$ cat src/verilog/nfm_consts.svh
// Register offsets, field positions, thresholds, bus addresses and timing counts for the config-memory guard.
// Assumes a 100 MHz clock and temperatures in signed whole degrees C.
`ifndef NFM_CONSTS_SVH
`define NFM_CONSTS_SVH
`define NFM_CLK_MHZ 100
`define NFM_OFF_CTRL 8'h00
`define NFM_OFF_STATUS 8'h04
`define NFM_OFF_TEMP 8'h08
`define NFM_OFF_PAGE 8'h0c
`define NFM_OFF_FMASK 8'h10
`define NFM_OFF_FRESP 8'h14
`define NFM_OFF_GMASK 8'h18
`define NFM_OFF_ALMASK 8'h1c
`define NFM_OFF_VOUT 8'h20
`define NFM_OFF_DAC 8'h24
`define NFM_OFF_MEMCMD 8'h28
`define NFM_OFF_MEMDATA 8'h2c
`define NFM_OFF_BUSADDR 8'h30
`define NFM_WR_INHIBIT_C 16'sh0082
`define NFM_WR_RELEASE_C 16'sh007d
`define NFM_OT_FAULT_C 16'sh00a0
`define NFM_OT_HYST_C 16'sh000a
`define NFM_ADDR_SPECIAL 7'h7c
`define NFM_ADDR_GLOBAL0 7'h5a
`define NFM_ADDR_GLOBAL1 7'h5b
`define NFM_STAT_MFR 0
`define NFM_STAT_CRCERR 1
`define NFM_STAT_WRINH 2
`define NFM_STAT_OTSHDN 3
`define NFM_STAT_BUSY 4
`define NFM_STAT_WRREJ 5
`define NFM_STAT_LATCHED 6
`define NFM_VOUT_LATENCY_MS 10
`define NFM_VOUT_LATENCY_CYC (`NFM_VOUT_LATENCY_MS * 1000 * `NFM_CLK_MHZ)
`define NFM_HICCUP_CYC 1000
`define NFM_LOG_BASE 6'h30
`define NFM_DEF_BUSADDR 7'h40
`endif

$ cat src/verilog/nfm_pkg.sv
// Types used by the config-memory guard top module.
// Assumes nfm_consts.svh supplies the numeric constants.
package nfm_pkg;
  typedef enum logic [3:0] {
    NFM_IDLE = 4'b0001,
    NFM_LOAD = 4'b0010,
    NFM_CHECK = 4'b0100,
    NFM_WRITE = 4'b1000
  } nfm_state_t;
  typedef enum logic [1:0] {
    NFM_RESP_IGNORE = 2'h0,
    NFM_RESP_HICCUP = 2'h1,
    NFM_RESP_LATCH = 2'h2
  } nfm_resp_t;
  typedef struct packed {
    logic valid;
    logic isLog;
    logic [5:0] addr;
    logic [15:0] data;
  } nfm_wreq_t;
endpackage

$ cat src/verilog/nfm_top.sv
// Config-memory guard: temperature write inhibit, CRC check on load, fault masking, paging,
// setpoint DAC path, reached over APB. Assumes a PMBus front end outside forwards commands
// as APB writes and asks busAddrOk for each received address.
`timescale 1ns/1ns
`include "nfm_consts.svh"
module nfm_top #(
  parameter int MEM_WORDS = 64,
  parameter int NFAULT = 8,
  parameter int VOUT_LATENCY = `NFM_VOUT_LATENCY_CYC
) (
  input wire logic clk,
  input wire logic resetn,
  input wire logic ce,
  input wire logic psel,
  input wire logic penable,
  input wire logic pwrite,
  input wire logic [7:0] paddr,
  input wire logic [31:0] pwdata,
  output logic [31:0] prdata,
  output logic pready,
  output logic pslverr,
  input wire logic signed [15:0] dieTemp,
  input wire logic writeProtect,
  input wire logic [NFAULT-1:0] faultIn,
  input wire logic logReq,
  input wire logic [15:0] logData,
  input wire logic [6:0] busAddr,
  output logic busAddrOk,
  output logic [1:0] channelEnablePin,
  output logic faultOutputZero,
  output logic faultOutputOne,
  output logic alertN,
  output logic [11:0] dacCode0,
  output logic [11:0] dacCode1
);
  logic [15:0] mem [MEM_WORDS];
  logic [15:0] memNext;
  logic [7:0] crcStep;
  nfm_pkg::nfm_state_t st_reg, st_next;
  logic [5:0] idx_reg, idx_next;
  logic [7:0] crc_reg, crc_next;
  logic crcErr_reg, crcErr_next;
  logic wrRej_reg, wrRej_next;
  nfm_pkg::nfm_wreq_t wq_reg, wq_next;
  logic page_reg, page_next;
  logic [NFAULT-1:0] fmask_reg, fmask_next, gmask0_reg, gmask0_next, gmask1_reg, gmask1_next;
  logic [NFAULT-1:0] amask_reg, amask_next, latched_reg, latched_next;
  nfm_pkg::nfm_resp_t resp_reg, resp_next;
  logic [1:0] range_reg, range_next;
  logic [11:0] vcmd0_reg, vcmd0_next, vcmd1_reg, vcmd1_next;
  logic [11:0] dac0_reg, dac0_next, dac1_reg, dac1_next;
  logic [31:0] lat_reg, lat_next;
  logic [15:0] hic_reg, hic_next;
  logic [7:0] crcStored_reg, crcStored_next;
  logic [31:0] prdata_next;
  logic pready_next, pslverr_next;
  logic [1:0] run_next;
  logic f0_next, f1_next, al_next, addrOk_next;
  logic wrInhibit, otShdn;
  logic acc, wr, rd, restoreCmd, memWrCmd;
  logic [NFAULT-1:0] active;
  logic shutdown;

  nfm_hyst u_wrinh (.clk(clk), .resetn(resetn), .ce(ce), .temp(dieTemp),
    .hi(`NFM_WR_INHIBIT_C), .lo(`NFM_WR_RELEASE_C), .flag(wrInhibit));
  nfm_hyst u_ot (.clk(clk), .resetn(resetn), .ce(ce), .temp(dieTemp),
    .hi(`NFM_OT_FAULT_C), .lo(16'(`NFM_OT_FAULT_C - `NFM_OT_HYST_C)), .flag(otShdn));
  nfm_crc8 u_crc (.crcIn(crc_reg), .dataIn(mem[idx_reg]), .crcOut(crcStep));

  // Link pace is the front end's concern; any APB rate is taken
  assign acc = psel && penable;
  assign wr = acc && pwrite;
  assign rd = acc && !pwrite;
  assign restoreCmd = wr && paddr == `NFM_OFF_MEMCMD && pwdata[0];
  // Word writes are config; write protect blocks them, paging stays allowed
  assign memWrCmd = wr && paddr == `NFM_OFF_MEMDATA && !writeProtect;
  assign active = faultIn & ~fmask_reg;
  assign shutdown = (|(active | latched_reg)) || otShdn || crcErr_reg || hic_reg != 16'h0000;

  always_comb begin
    logic rejSet;
    rejSet = 1'b0;
    st_next = st_reg;
    idx_next = idx_reg;
    crc_next = crc_reg;
    crcErr_next = crcErr_reg;
    wrRej_next = wrRej_reg;
    wq_next = wq_reg;
    crcStored_next = crcStored_reg;
    memNext = mem[idx_reg];
    case (st_reg)
      nfm_pkg::NFM_IDLE: begin
        if (restoreCmd) begin
          st_next = nfm_pkg::NFM_LOAD;
          idx_next = 6'h00;
          crc_next = 8'hff;
        end else if (logReq) begin
          // Log writes land only in the log area
          wq_next = '{valid: 1'b1, isLog: 1'b1,
            addr: `NFM_LOG_BASE | 6'(idx_reg[3:0]), data: logData};
          st_next = nfm_pkg::NFM_WRITE;
        end else if (memWrCmd) begin
          if (wrInhibit) begin
            wrRej_next = 1'b1;
            rejSet = 1'b1;
          end else begin
            wq_next = '{valid: 1'b1, isLog: 1'b0, addr: pwdata[21:16], data: pwdata[15:0]};
            st_next = nfm_pkg::NFM_WRITE;
          end
        end
      end
      nfm_pkg::NFM_LOAD: begin
        crc_next = crcStep;
        if (idx_reg == 6'(`NFM_LOG_BASE - 1)) begin
          st_next = nfm_pkg::NFM_CHECK;
        end else begin
          idx_next = idx_reg + 6'h01;
        end
      end
      nfm_pkg::NFM_CHECK: begin
        crcErr_next = crc_reg != crcStored_reg;
        idx_next = 6'h00;
        st_next = nfm_pkg::NFM_IDLE;
      end
      nfm_pkg::NFM_WRITE: begin
        // Inhibit rechecked so a late rise drops the whole word
        if (wrInhibit || (wq_reg.isLog && wq_reg.addr < `NFM_LOG_BASE)) begin
          wrRej_next = 1'b1;
          rejSet = 1'b1;
        end else begin
          idx_next = wq_reg.addr;
          memNext = wq_reg.data;
          if (!wq_reg.isLog) begin
            crcStored_next = 8'hff;
          end
        end
        wq_next = '0;
        st_next = nfm_pkg::NFM_IDLE;
      end
      default: st_next = nfm_pkg::NFM_IDLE;
    endcase
    // A rejection in the clearing cycle wins over the W1C clear
    if (wr && paddr == `NFM_OFF_STATUS && pwdata[`NFM_STAT_WRREJ] && !rejSet) begin
      wrRej_next = 1'b0;
    end
    if (wr && paddr == `NFM_OFF_MEMCMD && pwdata[1]) begin
      crcStored_next = pwdata[15:8];
    end
  end

  always_comb begin
    page_next = page_reg;
    fmask_next = fmask_reg;
    gmask0_next = gmask0_reg;
    gmask1_next = gmask1_reg;
    amask_next = amask_reg;
    resp_next = resp_reg;
    range_next = range_reg;
    vcmd0_next = vcmd0_reg;
    vcmd1_next = vcmd1_reg;
    latched_next = latched_reg;
    hic_next = (hic_reg != 16'h0000) ? hic_reg - 16'h0001 : hic_reg;
    if (resp_reg == nfm_pkg::NFM_RESP_LATCH) begin
      latched_next = latched_reg | active;
    end else if (resp_reg == nfm_pkg::NFM_RESP_HICCUP && |active) begin
      hic_next = 16'(`NFM_HICCUP_CYC);
    end
    if (wr && !writeProtect) begin
      case (paddr)
        `NFM_OFF_PAGE: page_next = pwdata[0];
        `NFM_OFF_FMASK: fmask_next = pwdata[NFAULT-1:0];
        `NFM_OFF_FRESP: resp_next = nfm_pkg::nfm_resp_t'(pwdata[1:0]);
        `NFM_OFF_GMASK: begin
          gmask0_next = pwdata[NFAULT-1:0];
          gmask1_next = pwdata[NFAULT+15:16];
        end
        `NFM_OFF_ALMASK: amask_next = pwdata[NFAULT-1:0];
        `NFM_OFF_VOUT: begin
          range_next[page_reg] = pwdata[12];
          if (page_reg) begin
            vcmd1_next = pwdata[11:0];
          end else begin
            vcmd0_next = pwdata[11:0];
          end
        end
        // Fault still active in the clearing cycle stays latched
        `NFM_OFF_CTRL: if (pwdata[0]) latched_next = latched_next & active;
        default: ;
      endcase
    end else if (wr && paddr == `NFM_OFF_PAGE) begin
      page_next = pwdata[0];
    end
  end

  // Setpoint latency: the count starts at 1, which applies at once, so the DACs load the cycle after a VOUT write, inside the 10 ms figure
  always_comb begin
    dac0_next = dac0_reg;
    dac1_next = dac1_reg;
    lat_next = lat_reg;
    if (wr && paddr == `NFM_OFF_VOUT && !writeProtect) begin
      lat_next = 32'h0000_0001;
    end else if (lat_reg != 32'h0) begin
      if (lat_reg >= 32'(VOUT_LATENCY) || lat_reg == 32'h0000_0001) begin
        dac0_next = vcmd0_reg;
        dac1_next = vcmd1_reg;
        lat_next = 32'h0;
      end else begin
        lat_next = lat_reg + 32'h1;
      end
    end
  end

  always_comb begin
    prdata_next = 32'h0;
    pready_next = psel && !penable;
    pslverr_next = 1'b0;
    case (paddr)
      `NFM_OFF_CTRL: prdata_next = 32'h0;
      `NFM_OFF_STATUS: begin
        prdata_next[`NFM_STAT_MFR] = crcErr_reg;
        prdata_next[`NFM_STAT_CRCERR] = crcErr_reg;
        prdata_next[`NFM_STAT_WRINH] = wrInhibit;
        prdata_next[`NFM_STAT_OTSHDN] = otShdn;
        prdata_next[`NFM_STAT_BUSY] = st_reg != nfm_pkg::NFM_IDLE;
        prdata_next[`NFM_STAT_WRREJ] = wrRej_reg;
        prdata_next[`NFM_STAT_LATCHED] = |latched_reg;
      end
      `NFM_OFF_TEMP: prdata_next = 32'(unsigned'(dieTemp));
      `NFM_OFF_PAGE: prdata_next = {31'h0, page_reg};
      `NFM_OFF_FMASK: prdata_next = 32'(fmask_reg);
      `NFM_OFF_FRESP: prdata_next = {30'h0, resp_reg};
      `NFM_OFF_GMASK: prdata_next = 32'(gmask0_reg) | (32'(gmask1_reg) << 16);
      `NFM_OFF_ALMASK: prdata_next = 32'(amask_reg);
      `NFM_OFF_VOUT: prdata_next = {19'h0, range_reg[page_reg], page_reg ? vcmd1_reg : vcmd0_reg};
      `NFM_OFF_DAC: prdata_next = {4'h0, dac1_reg, 4'h0, dac0_reg};
      `NFM_OFF_MEMCMD: prdata_next = {16'h0, crcStored_reg, crc_reg};
      `NFM_OFF_MEMDATA: prdata_next = 32'h0;
      `NFM_OFF_BUSADDR: prdata_next = {25'h0, busAddr};
      default: pslverr_next = psel && !penable;
    endcase
    run_next = shutdown ? 2'b00 : 2'b11;
    f0_next = !(|(faultIn & ~gmask0_reg));
    f1_next = !(|(faultIn & ~gmask1_reg));
    al_next = !(crcErr_reg || |(faultIn & ~amask_reg));
    if (crcErr_reg) begin
      addrOk_next = busAddr == `NFM_ADDR_SPECIAL || busAddr == `NFM_ADDR_GLOBAL0
        || busAddr == `NFM_ADDR_GLOBAL1;
    end else begin
      addrOk_next = busAddr == `NFM_DEF_BUSADDR || busAddr == `NFM_ADDR_GLOBAL0
        || busAddr == `NFM_ADDR_GLOBAL1;
    end
  end

  always_ff @(posedge clk) begin
    if (ce && (st_reg == nfm_pkg::NFM_WRITE) && !wrInhibit) begin
      mem[idx_next] <= memNext;
    end
  end

  always_ff @(posedge clk or negedge resetn) begin
    if (!resetn) begin
      st_reg <= nfm_pkg::NFM_LOAD;
      idx_reg <= 6'h00;
      crc_reg <= 8'hff;
      crcErr_reg <= 1'b0;
      wrRej_reg <= 1'b0;
      wq_reg <= '0;
      crcStored_reg <= 8'hff;
      page_reg <= 1'b0;
      fmask_reg <= '0;
      gmask0_reg <= '0;
      gmask1_reg <= '0;
      amask_reg <= '0;
      resp_reg <= nfm_pkg::NFM_RESP_LATCH;
      range_reg <= 2'b00;
      vcmd0_reg <= 12'h000;
      vcmd1_reg <= 12'h000;
      dac0_reg <= 12'h000;
      dac1_reg <= 12'h000;
      lat_reg <= 32'h0;
      latched_reg <= '0;
      hic_reg <= 16'h0;
      prdata <= 32'h0;
      pready <= 1'b0;
      pslverr <= 1'b0;
      channelEnablePin <= 2'b00;
      faultOutputZero <= 1'b1;
      faultOutputOne <= 1'b1;
      alertN <= 1'b1;
      busAddrOk <= 1'b0;
    end else if (ce) begin
      st_reg <= st_next;
      idx_reg <= idx_next;
      crc_reg <= crc_next;
      crcErr_reg <= crcErr_next;
      wrRej_reg <= wrRej_next;
      wq_reg <= wq_next;
      crcStored_reg <= crcStored_next;
      page_reg <= page_next;
      fmask_reg <= fmask_next;
      gmask0_reg <= gmask0_next;
      gmask1_reg <= gmask1_next;
      amask_reg <= amask_next;
      resp_reg <= resp_next;
      range_reg <= range_next;
      vcmd0_reg <= vcmd0_next;
      vcmd1_reg <= vcmd1_next;
      dac0_reg <= dac0_next;
      dac1_reg <= dac1_next;
      lat_reg <= lat_next;
      latched_reg <= latched_next;
      hic_reg <= hic_next;
      prdata <= prdata_next;
      pready <= pready_next;
      pslverr <= pslverr_next;
      channelEnablePin <= run_next;
      faultOutputZero <= f0_next;
      faultOutputOne <= f1_next;
      alertN <= al_next;
      busAddrOk <= addrOk_next;
    end
  end
  assign dacCode0 = dac0_reg;
  assign dacCode1 = dac1_reg;
endmodule

$ cat src/verilog/nfm_crc8.sv
// Bitwise CRC-8 (poly 0x07) step over a 16-bit word, MSB first, combinational.
// Assumes the caller registers the running value.
`timescale 1ns/1ns
module nfm_crc8 (
  input wire logic [7:0] crcIn,
  input wire logic [15:0] dataIn,
  output logic [7:0] crcOut
);
  always_comb begin
    logic [7:0] c;
    c = crcIn;
    for (int i = 15; i >= 0; i--) begin
      c = (c[7] ^ dataIn[i]) ? {c[6:0], 1'b0} ^ 8'h07 : {c[6:0], 1'b0};
    end
    crcOut = c;
  end
endmodule

$ cat src/verilog/nfm_hyst.sv
// Hysteresis flag: sets above hi, clears below lo, else holds.
// Assumes temperature is a signed sample synchronous to clk.
`timescale 1ns/1ns
module nfm_hyst (
  input wire logic clk,
  input wire logic resetn,
  input wire logic ce,
  input wire logic signed [15:0] temp,
  input wire logic signed [15:0] hi,
  input wire logic signed [15:0] lo,
  output logic flag
);
  logic flag_reg;
  logic flag_next;
  always_comb begin
    flag_next = flag_reg;
    if (temp > hi) begin
      flag_next = 1'b1;
    end else if (temp < lo) begin
      flag_next = 1'b0;
    end
  end
  always_ff @(posedge clk or negedge resetn) begin
    if (!resetn) begin
      flag_reg <= 1'b0;
    end else if (ce) begin
      flag_reg <= flag_next;
    end
  end
  assign flag = flag_reg;
endmodule

$ cat config.mk
export PLATFORM = sky130hd
export DESIGN_NAME = nfm_top
export DESIGN_NICKNAME = d
export VERILOG_FILES = /design/src/verilog/nfm_pkg.sv /design/src/verilog/nfm_top.sv /design/src/verilog/nfm_crc8.sv /design/src/verilog/nfm_hyst.sv
export VERILOG_INCLUDE_DIRS = /design/src /design/src/verilog
export SDC_FILE = /design/constraint.sdc
export NUM_CORES = 1
export LEC_CHECK = 0
export ABC_AREA = 1
export BUFFER_PORTS_ARGS = -buffer_cell sky130_fd_sc_hd__buf_2
export CORE_MARGIN = 2
export CORE_UTILIZATION = 30
export DETAILED_ROUTE_END_ITERATION = 6
export GPL_ROUTABILITY_DRIVEN = 1
export PLACE_DENSITY = 0.51
export SYNTH_ARGS = -nofsm -noshare
export SYNTH_HDL_FRONTEND = slang
export SYNTH_SLANG_ARGS = --single-unit
$ cat constraint.sdc
create_clock -name clk -period 6 [get_ports clk]
set_input_delay 0.9 -clock clk [delete_from_list [all_inputs] [get_ports clk]]
set_output_delay 0.9 -clock clk [all_outputs]
set_load 0.01 [all_outputs]
==> impl_metrics.env, run 1 <==
export IMPL_htree_num_levels=4
export IMPL_remaining_drc_errors=0
export IMPL_worst_pin_slew_ns=1.20
export IMPL_layout_common_cells="nand2_1, edfxtp_1, nor2_1, nand3_1, o21ai_0"
export IMPL_grt_antenna_before_repair=2
export IMPL_p_per_area_nw_per_um2=435
export IMPL_io_buffer_count=146
export IMPL_die_area_um2=183000
export IMPL_path_category_of_the_worst_min_delay_check="input port to asynchronous set/reset pin"
export IMPL_synth_enable_flop_cells=1024
export IMPL_flip_flop_count_of_the_largest_register_after_layout=1024
export IMPL_grt_pass1_wl_um=240000
export IMPL_die_height_um=428
export IMPL_dieWidth_um=428
export IMPL_synth_top_cell_area_share_pct=57.0
export IMPL_yosys_warnings=0
export IMPL_min_period_ns=4.46
export IMPL_irDropWorstVdd_v=0.000455
export IMPL_io_pin_count=159
export IMPL_cp_cell_sequence="inv_8 -> buf_12 -> o21ai_0 -> o22ai_1 -> o21a_1 -> o21ai_1 -> nand2_1 -> nor2_1 -> nor2_1 -> nor2_1 -> o21ai_4 -> buf_4"
export IMPL_max_slew_margin_rel_pct=19.6
export IMPL_ys_seq_elements=1253
export IMPL_holdBufCountCts=0
export IMPL_worst_ep_arrival_time_ns=5.03
export IMPL_routedWlPerCell_um=21.3
export IMPL_dp_final_hpwl_um=99100
export IMPL_post_route_worst_setup_slack_ns=1.54
export IMPL_ys_top_cells_by_area="edfxtp_1, dfrtp_1, nand2_1, o21ai_0, nand3_1"
export IMPL_grt_setup_unrepaired="no"
export IMPL_critical_path_slowest_cell="o21ai_4"
export IMPL_maxClockFrequency_mhz=224
export IMPL_layout_drive_gt1_share_pct=10.8
export IMPL_first_pass_iters=6
export IMPL_cp_required_ns=6.57
export IMPL_fin_setup_tns_ns=0
export IMPL_cts_root_buf="clkbuf_16"
export IMPL_timing_critical_path_from_type="register"
export IMPL_hold_violations=0
export IMPL_netlist_cell_type_count=61
export IMPL_critical_path_max_stage_delay_ns=0.92
export IMPL_nNetsFinal=5291
export IMPL_p_leak_nw=23.2
export IMPL_signed_area_change_from_the_synthesized_netlist_to_the_final_layout_pct=14.9
export IMPL_synth_seq_area_share_pct=67.6
export IMPL_clk_latency_ns=0.78
export IMPL_setup_worst_path_end_class="register"
export IMPL_design_core_area_um2=179000
export IMPL_place_gp_congestion=0.899
export IMPL_pre_cts_ws_ns=1.32
export IMPL_ys_async_sr_fraction_pct=18.3
export IMPL_netlist_area_um2=54000
export IMPL_floorplan_initialDensity_pct=30.2
export IMPL_tritoncts="yes"
export IMPL_result_of_the_run="complete, no violations"
export IMPL_critPathMostFrequentCell="nor2_1"
export IMPL_final_setup_viol_count=0
export IMPL_ant_nets=0
export IMPL_grt_start_max_net_pins=170
export IMPL_synth_area_leader_cell="edfxtp_1"
export IMPL_crit_family="compound AO/OA/AOI/OAI gates"
export IMPL_overflow=0
export IMPL_critPathKind="register to register"
export IMPL_cts_repair_resized=0
export IMPL_cts_setup_buffers=0
export IMPL_syn_instance_count=5025
export IMPL_grtUsageTotal_pct=17.3
export IMPL_timing_critical_path_buf_inv=3
export IMPL_skew_ns=0.0265
export IMPL_cp_max_fo=69
export IMPL_clock_buffers_created_by_tritoncts=141
export IMPL_post_drt_via_cell_ratio=4.97
export IMPL_vias=38049
export IMPL_maxCapViolCount=0
export IMPL_numClockSinks=1253
export IMPL_fin_crit_sh_pct=74.4
export IMPL_clkTransAtPathRegs_ns=0.07
export IMPL_route_final_wire_length_um=163000
export IMPL_synthesis_area_per_instance_um2=10.7
export IMPL_clock_path_buffers=3
export IMPL_finalMaxSlewViolations=0
export IMPL_row_count=155
export IMPL_n_fill_cell=17769
export IMPL_grt_pass1_vias=35785
export IMPL_drtIter0Drc=3456
export IMPL_yosys_most_used_dff="edfxtp_1"
export IMPL_final_common_cell="nand2_1"
[layout make-up]
cell class | instances | area [µm²] | share of cell area, %
diodes | 2 | 5.00 | 0.00807
clock buffers | 192 | 3860 | 6.23
clock inverters | 59 | 547 | 0.882
inverters | 354 | 1360 | 2.19
multi-input cells | 3151 | 14700 | 23.8
flip-flops and latches | 1253 | 36500 | 58.9
well taps | 2355 | 2950 | 4.75
repair buffers | 289 | 2050 | 3.31
[metrics by stage]
step	instances	instance area [µm²]	utilization [%]	hold slack [ns]	power (W)
2_1_floorplan	5028	54000	-	0.453	0.0160
3_3_place_gp	7402	57600	32.3	0.459	0.0187
3_5_place_dp	7402	57600	32.3	0.462	0.0188
4_1_cts	7653	62000	34.7	0.190	0.0272
5_1_grt	7654	62000	34.7	0.248	0.0281
6_report	7655	62000	34.7	0.179	0.0270
[power breakdown]
part           internal [W]  total (W)  switching [W]
combinational       0.00151    0.00690        0.00539
clock               0.00479    0.00832        0.00353
sequential           0.0115     0.0117       0.000200
[worst paths after layout]
path,from,endpoint,slack [ns],cells after the start
max in group asynchronous,resetn,wrRej_reg$_DFFE_PN0P_,4.62,2
hold / removal,resetn,prdata[0]$_DFFE_PN0P_,0.18,1
setup reg to reg,idx_reg[1]$_DFFE_PN0P_,mem[60][4]$_DFFE_PP_,1.54,12
setup / recovery,idx_reg[1]$_DFFE_PN0P_,mem[60][4]$_DFFE_PP_,1.54,12
hold reg to reg,prdata[16]$_DFFE_PN0P_,prdata[16]$_DFFE_PN0P_,0.48,2
min in group clk,pwdata[22],gmask1_reg[6]$_DFFE_PN0P_,0.38,3
[per-layer routing]
metal / GRT usage, % / vias to the layer above / share of wire (%)
li1: - / 17779 / -
met1: 24.1 / 18776 / 45
met2: 27.4 / 1234 / 46
met3: 2.63 / 260 / 5.8
met4: 6.34 / 0 / 3.3
met5: 0 / - / 0
[worst register-to-register path, stage by stage (launching register included)]
cell and delay [ns]:
dfrtp_4 0.76, inv_8 0.53, buf_12 0.36, o21ai_0 0.24, o22ai_1 0.13, o21a_1 0.12
o21ai_1 0.19, nand2_1 0.24, nor2_1 0.07, nor2_1 0.09, nor2_1 0.10, o21ai_4 0.93
buf_4 0.45
[cells by family (layout without fill, tap and decap cells)]
| kind of cell | Yosys count | count (layout) | share of synthesized area (%) |
|---|---|---|---|
| AOI/OAI and AO/OA | 830 | 830 | 9.02 |
| buffers and inverters | 624 | 894 | 5.45 |
| and+or+nand+nor | 2292 | 2292 | 17.4 |
| DFF | 1253 | 1253 | 67.6 |
| other | 1 | 6 | 0.00695 |
| adders and majority gates | 6 | 6 | 0.139 |
| muxes | 1 | 1 | 0.0209 |
| xor gates and xnor gates | 18 | 18 | 0.292 |
[Yosys cell counts (10+ instances only)]
master,count
o21ai_0,473
clkinv_1,10
inv_2,15
nor4_1,15
dfrtp_1,208
buf_4,43
buf_2,98
o211ai_1,57
buf_1,10
inv_1,328
nor2_1,591
nand2_1,1138
dfstp_2,21
nand4_1,10
nor3_1,33
o221ai_1,74
edfxtp_1,1024
nand3_1,468
xnor2_1,10
a21oi_1,61
a221oi_1,11
o21ai_1,44
or2_2,15
o22ai_1,54
buf_6,39
clkbuf_1,77
No activity file was read; power rests on OpenSTA's default activity.
==> run 2, diff against run 1 <==
ABC_AREA = 0   (was 1)
PLACE_DENSITY = 0.53   (was 0.51)
clock period = 3.9 ns   (was 6 ns; I/O delays follow)
==> run 2 against run 1 <==
Compared with the run above:
- utilization rose by 2.2 points
- die area fell by 5.0%
- largest power group is now combinational cells
- critical path type unchanged
- global-route usage rose by 0.090 points
==> impl_metrics.env, run 2 <==
export IMPL_result_of_the_run="complete, no violations"
export IMPL_netlist_area_um2=51300
export IMPL_fin_total_pwr_w=0.0528
export IMPL_floorplan_initialDensity_pct=30.2
export IMPL_max_slew_margin_rel_pct=37.4
export IMPL_die_area_um2=174000
export IMPL_vias=29249
export IMPL_synth_top_cell_area_share_pct=60.0
export IMPL_drtIter0Drc=3196
export IMPL_pre_cts_ws_ns=-0.556
export IMPL_synth_area_leader_cell="edfxtp_1"
export IMPL_routedWlPerCell_um=27.1
export IMPL_timing_critical_path_buf_inv=3
export IMPL_htree_num_levels=4
export IMPL_cp_required_ns=4.58
export IMPL_p_per_area_nw_per_um2=843
export IMPL_die_height_um=417
export IMPL_area_taken_by_multi_input_logic_gates_um2=14100
export IMPL_cp_max_fo=22
export IMPL_layout_drive_gt1_share_pct=33.7
export IMPL_design_core_area_um2=170000
export IMPL_io_buffer_count=146
export IMPL_grt_met1_usage_pct=24.7
export IMPL_numClockSinks=1253
export IMPL_route_final_wire_length_um=153000
export IMPL_grtUsageTotal_pct=17.4
export IMPL_hold_violations=0
export IMPL_irDropWorstVdd_v=0.00136
export IMPL_netlist_cell_type_count=81
export IMPL_p_leak_nw=22.0
export IMPL_critical_path_depth=11
export IMPL_io_pin_count=159
export IMPL_dpl_instance_area_um2=57900
export IMPL_clock_buffers_created_by_tritoncts=138
export IMPL_flip_flop_count_of_the_largest_register_after_layout=1024
export IMPL_dieWidth_um=417
export IMPL_tritoncts="yes"
export IMPL_cts_root_buf="clkbuf_16"
export IMPL_final_setup_viol_count=0
export IMPL_clock_path_buffers=3
export IMPL_dpl_cell_count=5401
export IMPL_grt_pass1_wl_um=220000
export IMPL_maxClockFrequency_mhz=263
export IMPL_signed_area_change_from_the_synthesized_netlist_to_the_final_layout_pct=22.1
export IMPL_yosys_warnings=0
export IMPL_place_gp_congestion=0.905
export IMPL_critPathKind="register to register"
export IMPL_finalMaxSlewViolations=0
export IMPL_most_heavily_used_metal_layer_in_global_routing="met2"
export IMPL_grt_pass1_vias=29085
export IMPL_ys_top_cells_by_area="edfxtp_1, mux4_2, dfrtp_1, mux2_2, mux2i_1"
export IMPL_overflow=0
export IMPL_min_period_ns=3.80
export IMPL_n_fill_cell=15801
export IMPL_final_common_cell="edfxtp_1"
export IMPL_seq_area_um2=36500
export IMPL_maxCapViolCount=0
export IMPL_yosys_most_used_dff="edfxtp_1"
export IMPL_post_route_worst_setup_slack_ns=0.0965
export IMPL_setup_worst_path_end_class="register"
export IMPL_fin_crit_sh_pct=97.5
export IMPL_most_frequent_cell_after_synthesis="edfxtp_1"
export IMPL_clkTransAtPathRegs_ns=0.06
export IMPL_row_count=151
export IMPL_synthesis_area_per_instance_um2=17.9
export IMPL_worst_ep_arrival_time_ns=4.48
export IMPL_ys_seq_elements=1253
export IMPL_grt_util_met3_pct=2.89
export IMPL_ant_nets=0
export IMPL_syn_instance_count=2858
export IMPL_worst_pin_slew_ns=0.935
export IMPL_grt_antenna_before_repair=3
export IMPL_grt_setup_unrepaired="yes"
export IMPL_finish_cell_count_without_fillers=5654
export IMPL_first_pass_iters=6
export IMPL_cp_cell_sequence="buf_12 -> buf_16 -> mux4_2 -> mux4_2 -> a211oi_1 -> buf_4 -> a21oi_1 -> xnor3_1 -> xnor3_2 -> xnor2_1 -> o22a_1"
export IMPL_nNetsFinal=3425
export IMPL_min_path_cells=2
export IMPL_ys_async_sr_fraction_pct=18.3
export IMPL_r2r_cells=11
export IMPL_synth_enable_flop_cells=1024
export IMPL_path_category_of_the_worst_min_delay_check="input port to register"
export IMPL_timing_critical_path_from_type="register"
export IMPL_clk_latency_ns=0.76
export IMPL_critical_path_slowest_cell="mux4_2"
export IMPL_gr_usage_met2_pct=27.9
export IMPL_critPathMostFrequentCell="mux4_2"
export IMPL_grt_start_max_net_pins=105
export IMPL_final_design_area_no_fill_um2=62600
export IMPL_crit_family="multiplexers"
export IMPL_synth_top_cells_by_count="edfxtp_1, mux4_2, dfrtp_1"
export IMPL_layout_common_cells="edfxtp_1, mux4_2, buf_4, dfrtp_1, buf_2"
export IMPL_synth_seq_area_share_pct=71.2
export IMPL_skew_ns=0.0252
export IMPL_dp_final_hpwl_um=104000
export IMPL_remaining_drc_errors=0
export IMPL_post_drt_via_cell_ratio=5.17
export IMPL_critical_path_max_stage_delay_ns=0.58
## run 2: cell types whose count changed after synthesis, moves of 42 or more
cell and change:
o211ai_1 -55, o221ai_1 -71, mux2i_1 +73, mux4_2 +260
nor2_1 -401, mux2_2 +104, buf_2 -74, nand2_1 -1004
inv_1 -293, o21ai_1 -42, o21ai_0 -396, nand3_1 -426
## run 2: layout make-up
cell class | count | share of cell area, %
clock inverters | 76 | 1.44
inverters | 37 | 0.222
well taps | 2218 | 4.43
clock buffers | 172 | 5.87
diodes | 4 | 0.0160
repair buffers | 469 | 7.18
flip-flops and latches | 1253 | 58.3
multi-input cells | 1425 | 22.5
## run 2: logic make-up after synthesis
family          synth area share (%)
buf+inv                         1.99
xor+xnor                        1.17
mux                             15.7
simple gates                    5.21
fa+ha+maj                      0.146
other cells                  0.00731
compound gates                  4.62
flops                           71.2
## run 2: per-layer routing
layer | wire length [µm] | vias to the layer above
met5 | 0 | -
met4 | 3820 | 0
met3 | 9520 | 204
met2 | 72100 | 1062
met1 | 67600 | 15538
li1 | - | 12445
## run 2: path summary, 6_finish.rpt
path / start / endpoint / slack [ns]
worst max-delay path: idx_reg[0]$_DFFE_PN0P_ / crc_reg[4]$_DFFE_PN1P_ / 0.1
worst min-delay path: pwdata[22] / gmask1_reg[6]$_DFFE_PN0P_ / 0.08
worst max register to register: idx_reg[0]$_DFFE_PN0P_ / crc_reg[4]$_DFFE_PN1P_ / 0.1
worst min register to register: wq_reg[4]$_DFFE_PN0P_ / wq_reg[4]$_DFFE_PN0P_ / 0.48
max in group asynchronous: resetn / crcStored_reg[4]$_DFFE_PN1P_ / 2.46
min in group asynchronous: resetn / lat_reg[21]$_DFFE_PN0P_ / 0.48
## run 2: timing repair
action / in CTS / in global routing
hold buffers: 1 / 0
setup endpoints to repair: 43 / 166
pin swaps: 0 / 0
buffers inserted: 0 / 0
resized for setup: 3 / 18
endpoints found under the hold margin: 95 / 0
## run 2: through the flow
step	hold slack, ns	TNS [ns]	utilization [%]
floorplan	0.289	-156.80	-
global placement	0.463	-213.44	34.1
detailed placement	0.471	-220.34	34.1
CTS	0.0348	0	36.8
global route	0.0494	-0.105	36.9
finish	0.0818	0	36.9
## run 2: report_power, final
group | switching, W | leakage (nW) | internal, W
logic | 0.0125 | 7.58 | 0.00743
registers | 0.000427 | 12.2 | 0.0191
clock network | 0.00546 | 2.24 | 0.00780
total | 0.0184 | 22.0 | 0.0344
